**src/design/fcs_params.svh**
```systemverilog
`ifndef FCS_PARAMS_SVH
`define FCS_PARAMS_SVH

// device register offsets (byte addresses on the device port)
`define FCS_OFS_START      6'h04
`define FCS_OFS_STEP       6'h10
`define FCS_OFS_IVAL       6'h1A
`define FCS_OFS_MODE       6'h1E
`define FCS_OFS_CTRL       6'h1F
`define FCS_OFS_TIMER      6'h24
`define FCS_OFS_ACC_RD     6'h30

// byte counts of the multi-byte registers
`define FCS_START_BYTES    6
`define FCS_STEP_BYTES     6
`define FCS_IVAL_BYTES     3
`define FCS_TIMER_BYTES    4
`define FCS_ACC_BYTES      6

// control register fields
`define FCS_CTRL_AUTO_UPD  0
`define FCS_CTRL_RESTART   2
`define FCS_CTRL_ZERO      3

// mode field code for chirp
`define FCS_MODE_CHIRP     3'h3

// reset values
`define FCS_RST_BYTE       8'h00
`define FCS_RST_MODE       3'h0

// host command port offsets
`define FCS_H_ITEMS        21
`define FCS_H_OFS_CMD      5'h18
`define FCS_H_OFS_STAT     5'h19
`define FCS_H_CMD_GO       0
`define FCS_H_CMD_FREEZE   1

`endif

```
**src/design/fcs_pkg.sv**
```systemverilog
`default_nettype none

package fcs_pkg;
  typedef logic [47:0] fcs_word_type;
  typedef logic [7:0]  fcs_byte_type;
  typedef enum logic [1:0] {
    FCS_H_IDLE,
    FCS_H_SEND,
    FCS_H_COMMIT
  } fcs_host_state_type;
endpackage : fcs_pkg

`default_nettype wire

```
**src/design/fcs_link_if.sv**
```systemverilog
`default_nettype none

interface fcs_link_if;
  // register port, driven by the host
  logic [5:0] addr;
  logic [7:0] wdata;
  logic       wr;
  logic       rd;
  // read data, one cycle after rd
  logic [7:0] rdata;
  // update strobe and freeze pin
  logic       update;
  logic       freeze;

  modport dev (
    input  addr, wdata, wr, rd, update, freeze,
    output rdata
  );
  modport host (
    output addr, wdata, wr, rd, update, freeze,
    input  rdata
  );
endinterface : fcs_link_if

`default_nettype wire

```
**src/design/fcs_step_counter.sv**
```systemverilog
`default_nettype none

module fcs_step_counter #(
  parameter int unsigned W = 20
) (
  input  wire logic         clk_i,
  input  wire logic         rst_i,
  input  wire logic         en_i,
  input  wire logic [W-1:0] reload_i,
  output logic              step_o
);
  logic [W-1:0] cnt_q;

  // one pulse each time the count reaches zero while clocked
  assign step_o = en_i && (cnt_q == '0);

  // reload only happens at zero, so a new interval waits for the old countdown
  always_ff @(posedge clk_i or posedge rst_i) begin
    if (rst_i) begin
      cnt_q <= '0;
    end else if (en_i) begin
      if (cnt_q == '0) begin
        cnt_q <= reload_i;
      end else begin
        cnt_q <= cnt_q - 1'b1;
      end
    end
  end
endmodule : fcs_step_counter

`default_nettype wire

```
**src/design/fcs_device.sv**
```systemverilog
// Notes on behaviour
// - start word is the base of sweep
// - signed 48-bit step word held
// - 20-bit step interval count held
// - settings take effect on update strobe
// - step sign bit sets sweep direction
// - no limit at start frequency
// - restart bit gives one-cycle accumulator clear
// - restart leaves step word untouched
// - restart held: clear on each update edge
// - clear returns to start, sweep continues
// - zero bit clears both accumulators continuously
// - registers writable during zero output
// - freeze pin stops interval counter
// - freeze release resumes from held frequency
// - old countdown finishes before new interval
// - freeze honoured only in chirp mode
// - internal 32-bit timer makes update strobes
// - sweep wraps freely, never stops
// - zero step word holds frequency
// - interval counter pulses at zero
// - step period is interval plus one
// - start plus accumulator feeds phase accumulator
`include "fcs_params.svh"
`default_nettype none

module fcs_device
  import fcs_pkg::*;
#(
  parameter int unsigned IVAL_W  = 20,
  parameter int unsigned TIMER_W = 32
) (
  // clock and reset
  input  wire logic         SYS_CLK_I,
  input  wire logic         RST_I,
  // link to the host
  fcs_link_if.dev           LINK,
  // synthesizer outputs
  output fcs_word_type      TUNING_WORD_O,
  output fcs_word_type      PHASE_O,
  output logic              STEP_O,
  output logic              CHIRP_ACTIVE_O
);
  fcs_byte_type             buf_q [0:63];
  fcs_word_type             start_q;
  fcs_word_type             step_q;
  logic [IVAL_W-1:0]        ival_q;
  logic [TIMER_W-1:0]       timer_ld_q;
  logic [TIMER_W-1:0]       timer_q;
  logic [7:0]               ctrl_q;
  logic [2:0]               mode_q;
  logic                     upd_prev_q;
  logic                     clr_q;
  fcs_word_type             facc_q;
  fcs_word_type             pacc_q;
  fcs_word_type             tune_q;
  fcs_byte_type             rdata_q;
  fcs_word_type             buf_start;
  fcs_word_type             buf_step;
  logic [23:0]              buf_ival;
  logic [31:0]              buf_timer;
  logic                     auto_upd;
  logic                     upd;
  logic                     upd_rise;
  logic                     chirp;
  logic                     zero;
  logic                     cnt_en;
  logic                     step;
  fcs_word_type             tune_d;
  fcs_byte_type             rd_val;
  logic                     mapped;

  // lowest address holds the most significant byte
  assign buf_start = {buf_q[4], buf_q[5], buf_q[6], buf_q[7], buf_q[8], buf_q[9]};
  assign buf_step  = {buf_q[16], buf_q[17], buf_q[18], buf_q[19], buf_q[20], buf_q[21]};
  assign buf_ival  = {buf_q[26], buf_q[27], buf_q[28]};
  assign buf_timer = {buf_q[36], buf_q[37], buf_q[38], buf_q[39]};

  // address decode of the writable buffer bytes
  always_comb begin
    mapped = 1'b0;
    if (LINK.addr >= `FCS_OFS_START && LINK.addr < `FCS_OFS_START + 6'(`FCS_START_BYTES)) begin
      mapped = 1'b1;
    end
    if (LINK.addr >= `FCS_OFS_STEP && LINK.addr < `FCS_OFS_STEP + 6'(`FCS_STEP_BYTES)) begin
      mapped = 1'b1;
    end
    if (LINK.addr >= `FCS_OFS_IVAL && LINK.addr < `FCS_OFS_IVAL + 6'(`FCS_IVAL_BYTES)) begin
      mapped = 1'b1;
    end
    if (LINK.addr == `FCS_OFS_MODE || LINK.addr == `FCS_OFS_CTRL) begin
      mapped = 1'b1;
    end
    if (LINK.addr >= `FCS_OFS_TIMER && LINK.addr < `FCS_OFS_TIMER + 6'(`FCS_TIMER_BYTES)) begin
      mapped = 1'b1;
    end
  end

  // buffer bytes take writes at any time, also while output is zeroed
  always_ff @(posedge SYS_CLK_I or posedge RST_I) begin
    if (RST_I) begin
      for (int i = 0; i < 64; i++) begin
        buf_q[i] <= `FCS_RST_BYTE;
      end
    end else if (LINK.wr && mapped) begin
      buf_q[LINK.addr] <= LINK.wdata;
    end
  end

  // internal update timer, counts only while enabled
  assign auto_upd = ctrl_q[`FCS_CTRL_AUTO_UPD] && (timer_q == '0);
  always_ff @(posedge SYS_CLK_I or posedge RST_I) begin
    if (RST_I) begin
      timer_q <= '0;
    end else if (!ctrl_q[`FCS_CTRL_AUTO_UPD]) begin
      timer_q <= timer_ld_q;
    end else if (timer_q == '0) begin
      timer_q <= timer_ld_q;
    end else begin
      timer_q <= timer_q - 1'b1;
    end
  end

  // update strobe from the pin or the timer, acting on its rising edge
  assign upd      = LINK.update || auto_upd;
  assign upd_rise = upd && !upd_prev_q;
  always_ff @(posedge SYS_CLK_I or posedge RST_I) begin
    if (RST_I) begin
      upd_prev_q <= 1'b0;
    end else begin
      upd_prev_q <= upd;
    end
  end

  // buffered settings become active only on update
  always_ff @(posedge SYS_CLK_I or posedge RST_I) begin
    if (RST_I) begin
      start_q    <= '0;
      step_q     <= '0;
      ival_q     <= '0;
      timer_ld_q <= '0;
      ctrl_q     <= `FCS_RST_BYTE;
      mode_q     <= `FCS_RST_MODE;
    end else if (upd_rise) begin
      start_q    <= buf_start;
      step_q     <= buf_step;
      ival_q     <= buf_ival[IVAL_W-1:0];
      timer_ld_q <= buf_timer[TIMER_W-1:0];
      ctrl_q     <= buf_q[`FCS_OFS_CTRL];
      mode_q     <= buf_q[`FCS_OFS_MODE][2:0];
    end
  end

  // one-cycle clear on every update edge that finds the restart bit set
  always_ff @(posedge SYS_CLK_I or posedge RST_I) begin
    if (RST_I) begin
      clr_q <= 1'b0;
    end else begin
      clr_q <= upd_rise && buf_q[`FCS_OFS_CTRL][`FCS_CTRL_RESTART];
    end
  end

  assign chirp = (mode_q == `FCS_MODE_CHIRP);
  assign zero  = ctrl_q[`FCS_CTRL_ZERO];
  // freeze gates the counter only in chirp mode
  assign cnt_en = chirp && !zero && !LINK.freeze;

  fcs_step_counter #(
    .W        (IVAL_W)
  ) u_step (
    .clk_i    (SYS_CLK_I),
    .rst_i    (RST_I),
    .en_i     (cnt_en),
    .reload_i (ival_q),
    .step_o   (step)
  );

  // frequency accumulator: signed step, plain 48-bit wrap, no limit
  always_ff @(posedge SYS_CLK_I or posedge RST_I) begin
    if (RST_I) begin
      facc_q <= '0;
    end else if (!chirp || zero) begin
      facc_q <= '0;
    end else if (clr_q) begin
      facc_q <= '0;
    end else if (step) begin
      facc_q <= facc_q + step_q;
    end
  end

  // tuning word is start plus accumulated offset
  assign tune_d = zero ? '0 : start_q + (chirp ? facc_q : '0);
  always_ff @(posedge SYS_CLK_I or posedge RST_I) begin
    if (RST_I) begin
      tune_q <= '0;
      pacc_q <= '0;
    end else begin
      tune_q <= tune_d;
      pacc_q <= zero ? '0 : pacc_q + tune_q;
    end
  end

  // read data one cycle after the strobe; reads outside the buffer and the accumulator readback give zero
  always_comb begin
    rd_val = 8'h00;
    if (mapped) begin
      rd_val = buf_q[LINK.addr];
    end else if (LINK.addr >= `FCS_OFS_ACC_RD && LINK.addr < `FCS_OFS_ACC_RD + 6'(`FCS_ACC_BYTES)) begin
      rd_val = facc_q[8*(5 - (LINK.addr - `FCS_OFS_ACC_RD)) +: 8];
    end
  end
  always_ff @(posedge SYS_CLK_I or posedge RST_I) begin
    if (RST_I) begin
      rdata_q <= 8'h00;
    end else if (LINK.rd) begin
      rdata_q <= rd_val;
    end else begin
      rdata_q <= 8'h00;
    end
  end

  assign LINK.rdata     = rdata_q;
  assign TUNING_WORD_O  = tune_q;
  assign PHASE_O        = pacc_q;
  assign STEP_O         = step;
  assign CHIRP_ACTIVE_O = chirp;
endmodule : fcs_device

`default_nettype wire

```
**src/flat_wrapper.sv**
```systemverilog
// flat-port wrapper written by rule: the top's interface ports become plain ports
module fcs_device_flat import fcs_pkg::*;
#(
  parameter int unsigned IVAL_W  = 20,
  parameter int unsigned TIMER_W = 32
)
  (SYS_CLK_I, RST_I, TUNING_WORD_O, PHASE_O, STEP_O, CHIRP_ACTIVE_O, LINK_addr, LINK_wdata, LINK_wr, LINK_rd, LINK_update, LINK_freeze, LINK_rdata);
  fcs_link_if LINK_i ();
  input  wire logic SYS_CLK_I;
  input  wire logic RST_I;
  output fcs_word_type TUNING_WORD_O;
  output fcs_word_type PHASE_O;
  output logic STEP_O;
  output logic CHIRP_ACTIVE_O;
  input wire logic [$bits(LINK_i.addr)-1:0] LINK_addr;
  input wire logic [$bits(LINK_i.wdata)-1:0] LINK_wdata;
  input wire logic [$bits(LINK_i.wr)-1:0] LINK_wr;
  input wire logic [$bits(LINK_i.rd)-1:0] LINK_rd;
  input wire logic [$bits(LINK_i.update)-1:0] LINK_update;
  input wire logic [$bits(LINK_i.freeze)-1:0] LINK_freeze;
  output wire logic [$bits(LINK_i.rdata)-1:0] LINK_rdata;
  assign LINK_i.addr = LINK_addr;
  assign LINK_i.wdata = LINK_wdata;
  assign LINK_i.wr = LINK_wr;
  assign LINK_i.rd = LINK_rd;
  assign LINK_i.update = LINK_update;
  assign LINK_i.freeze = LINK_freeze;
  assign LINK_rdata = LINK_i.rdata;
  fcs_device #(.IVAL_W(IVAL_W), .TIMER_W(TIMER_W)) u_core (.SYS_CLK_I(SYS_CLK_I), .RST_I(RST_I), .LINK(LINK_i), .TUNING_WORD_O(TUNING_WORD_O), .PHASE_O(PHASE_O), .STEP_O(STEP_O), .CHIRP_ACTIVE_O(CHIRP_ACTIVE_O));
endmodule
```
**config.mk**
```make
export PLATFORM = sky130hd
export DESIGN_NAME = fcs_device_flat
export DESIGN_NICKNAME = d
export VERILOG_FILES = /design/src/design/fcs_pkg.sv /design/src/design/fcs_link_if.sv /design/src/design/fcs_step_counter.sv /design/src/design/fcs_device.sv /design/src/flat_wrapper.sv
export VERILOG_INCLUDE_DIRS = /design/src /design/src/design
export SDC_FILE = /design/constraint.sdc
export NUM_CORES = 2
export LEC_CHECK = 0
export ABC_AREA = 1
export ABC_CLOCK_PERIOD_IN_PS = 61900
export BUFFER_PORTS_ARGS = -buffer_cell sky130_fd_sc_hd__buf_4
export CAP_MARGIN = 10
export CORE_ASPECT_RATIO = 1.25
export CORE_MARGIN = 3
export CORE_UTILIZATION = 23
export CTS_BUF_LIST = sky130_fd_sc_hd__clkbuf_8
export DETAILED_ROUTE_END_ITERATION = 7
export GPL_TIMING_DRIVEN = 0
export PLACE_DENSITY_LB_ADDON = 0.25
export SLEW_MARGIN = 20
export SYNTH_ARGS = -nofsm -noshare
export SYNTH_HDL_FRONTEND = slang
export SYNTH_SLANG_ARGS = --single-unit
```
**constraint.sdc**
```tcl
create_clock -name SYS_CLK_I -period 61.9 [get_ports SYS_CLK_I]
set_clock_uncertainty 0.05 [all_clocks]
set_input_delay 18.57 -clock SYS_CLK_I [delete_from_list [all_inputs] [get_ports SYS_CLK_I]]
set_output_delay 18.57 -clock SYS_CLK_I [all_outputs]
set_load 0.01 [all_outputs]
```
==> out/qor.csv <==
stage,metric,value,unit
status,status,"complete, no violations",
timing,rsz0062_at_grt,no,
power_and_ir_drop,p_leak,28.0,nW
cells_and_area,final_common_cell,nand2_1,
min_path,min_path_cells,1,
routing,firstDrtPassIters,6,
synth,ys_ff_latch,839,
synth,async_reset_ff_share,100,%
routing,postRouteWirelength,204000,um
timing,report.final.slew_viol_count,0,
worst_setup_path,cp-start-kind,primary input,
die,num_rows,185,
global_routing,grt_pass1_wl,296000,um
timing,tns,0,ps
cells_and_area,regArea,0.0210,mm2
die,fp.dieArea,0.212,mm2
die,ios,126,
cells_and_area,stdcell_count,9892,
routing,routed.top_layer,met5,
global_routing,grt_max_degree,102,
placement,numPortBuffers,124,
synth,ys_seq_area_share,44.3,%
timing,max_slew_margin,17.1,%
power_and_ir_drop,power_density,27.1,mW/mm2
routing,dr_total_vias,45200,
clock_tree,cts_setup_buffers,0,
placement,placed_area,0.0520,mm2
cells_and_area,drive_gt1_share,6.05,%
clock_tree,cts_sinks,839,
cells_and_area,nFillCells,22800,
timing,final_hold_viol_count,0,
power_and_ir_drop,ir_drop,0.0000208,V
worst_setup_path,reg2regPathDepth,20,
synth,synth_area,0.0474,mm2
synth,synthMuxAreaShare,0,%
synth,synth_top_family_by_area,simple AND/OR/NAND/NOR gates,
cells_and_area,fin_nets,7239,
worst_setup_path,cp_max_fo,8,
die,initial_core_util,23.2,%
clock_tree,cts_buffer_depth,3,
die,core_area,0.204,mm2
global_routing,grt_usage,19.0,%
placement,pre_cts_ws,23520,ps
clock_tree,cts_tree,done,
power_and_ir_drop,switching_share,33.8,%
synth,yosysWarnings,0,
synth,synthSimpleGateAreaFrac,33.0,%
routing,dr_wl_met2,96500,um
clock_tree,holdBufCountCts,0,
synth,synthFlopType,dfrtp_1,
worst_setup_path,cp.arrival,19760,ps
die,die_h,514,um
worst_setup_path,critPathRequiredTime,43280,ps
power_and_ir_drop,switching_power,506,uW
worst_setup_path,rrSetupSlack,57910,ps
routing,wl_per_cell,20.6,um
clock_tree,clock_latency,910,ps
synth,synthCells,6778,
timing,timing.final.crit_share,62.0,%
synth,synth-compound-area-share,9.00,%
routing,first_iter_violations,3713,
clock_tree,numCtsBuffers,151,
timing,worst_pin_slew,1240,ps
cells_and_area,multi_input_comb_area,0.0222,mm2
cells_and_area,layout_common_cells,"2618 x nand2_1, 839 x dfrtp_1, 672 x inv_1",
global_routing,grt_pass1_vias,44300,
placement,gp_congestion,1.02,
worst_setup_path,r2r-end,u_core.TUNING_WORD_O[38],
global_routing,overflow,0,
worst_setup_path,crit_start,LINK_freeze,
timing,finalWorstSetupSlack,23520,ps
worst_setup_path,crit_end,STEP_O,
routing,vias_per_cell,4.57,
routing,drt-met1-wl,84100,um
cells_and_area,syn_to_final_growth,16.5,%
clock_tree,clkSlewWorstSetupHoldPaths,50,ps
placement,hpwl,161000,um
routing,wl_met3,10500,um
worst_setup_path,endpoint_kind,output pin,
placement,placedCellCount,9624,
synth,synth_edf_count,0,
synth,synth_fa_ha_area_share,4.09,%
routing,ant_nets,0,
die,die_width,412,um
synth,synth_nets,6951,
power_and_ir_drop,combPwrFrac,19.9,%
flow_run,max_cap_viol_count,0,
power_and_ir_drop,pwr-share-clk,37.8,%
synth,syn_area_per_cell,6.99,um2
power_and_ir_drop,internal_power,990,uW
synth,synth-xor-area-share,0.776,%
worst_setup_path,path_class,in2out,
power_and_ir_drop,sequentialPowerShare,42.3,%
timing,setup_viol,0,
synth,synth_cell_type_count,39,
global_routing,antenna_found_initial,7,
clock_tree,cts_resized,0,
worst_setup_path,r2r-start,u_core.mode_q[0],
timing,fmax,26.1,MHz
min_path,min_path_type,reg2reg,
cells_and_area,fin_area,0.0552,mm2
timing,min_period,38380,ps
clock_tree,root_buffer,clkbuf_8,
routing,drcViolationCount,0,
clock_tree,h-tree-depth,4,
-- flip-flops by register name, summed over array words and instances, names as in the netlist, 8 cells and up --
| register | cells |
|---|---|
| u_core.buf_ival | 24 |
| u_core.u_step.cnt_q | 20 |
| u_core.ival_q | 20 |
| u_core.LINK.rdata | 8 |
| u_core.buf_q | 456 |
| u_core.timer_ld_q | 32 |
| u_core.start_q | 48 |
| u_core.TUNING_WORD_O | 48 |
| u_core.step_q | 48 |
| u_core.PHASE_O | 48 |
| u_core.timer_q | 32 |
| u_core.facc_q | 48 |
-- through the flow --
step                utilization, %  total power [mW]  hold slack [ps]
detailed placement            25.5             0.938              396
global route                  27.1              1.58              415
CTS                           27.1              1.51              409
floorplan                        -             0.808              379
finish                        27.1              1.50              403
global placement              25.3             0.935              389
-- power groups by stage --
| stage | logic (mW) | clock network (mW) | registers (mW) |
|---|---|---|---|
| floorplan | 0.177 | 0 | 0.631 |
| global placement | 0.292 | 0 | 0.643 |
| detailed placement | 0.297 | 0 | 0.641 |
| CTS | 0.298 | 0.583 | 0.632 |
| global route | 0.332 | 0.607 | 0.636 |
| finish | 0.297 | 0.566 | 0.632 |
-- cell usage after synthesis, types with 10 or more instances --
cell / number / area [um2]
nand2_1: 2618 / 9830
dfrtp_1: 839 / 21000
inv_1: 624 / 2340
nand3_1: 568 / 2840
nor2_1: 562 / 2110
o21ai_0: 471 / 2360
clkbuf_1: 347 / 1300
a21oi_1: 237 / 1190
ha_1: 150 / 1880
nand4_1: 47 / 294
nor3_1: 33 / 165
buf_6: 32 / 360
o21ai_1: 32 / 160
o21bai_1: 30 / 225
xnor2_1: 22 / 193
buf_2: 20 / 100
xor2_1: 20 / 175
buf_1: 19 / 71.3
nand3b_1: 16 / 120
o21a_1: 13 / 97.6
and2_1: 11 / 68.8
o211ai_1: 10 / 75.1
-- metal layers --
metal | global-route usage [%] | vias up
li1 | - | 21900
met4 | 10.7 | 2
met5 | 0 | -
met2 | 32.0 | 1454
met3 | 2.65 | 450
met1 | 23.0 | 21400
-- cell type report --
| class | instances | share of cell area [%] |
|---|---|---|
| inverters | 629 | 4.29 |
| flip-flops and latches | 839 | 38.0 |
| multi-input cells | 4892 | 40.2 |
| diodes | 3 | 0.0136 |
| repair buffers | 135 | 2.20 |
| clock inverters | 80 | 1.18 |
| plain buffers | 418 | 3.33 |
| well taps | 2711 | 6.14 |
| clock buffers | 185 | 4.61 |
-- worst max-delay path: stages --
cell	delay (ps)
buf_4	110
nor2_1	410
nand2_1	250
inv_1	200
buf_4	200
-- kinds of logic (layout without fill, tap and decap cells) --
group | after synthesis | after routing
DFF | 839 | 839
AOI/OAI and AO/OA | 815 | 815
other | 0 | 3
xor gates and xnor gates | 42 | 42
adders and majority gates | 153 | 153
buffers and inverters | 1047 | 1447
and+or+nand+nor | 3882 | 3882
-- how the worst min path moves through the flow --
stage	from	endpoint
finish	u_core.buf_q[47]	u_core.buf_q[47]
global route	u_core.buf_q[150]	u_core.buf_q[150]
CTS	u_core.buf_q[138]	u_core.buf_q[138]
detailed placement	u_core.buf_q[117]	u_core.buf_q[117]
global placement	u_core.buf_q[131]	u_core.buf_q[131]
floorplan	u_core.buf_q[0]	u_core.buf_q[0]
Note: power is estimated with default switching activity, not from simulation.
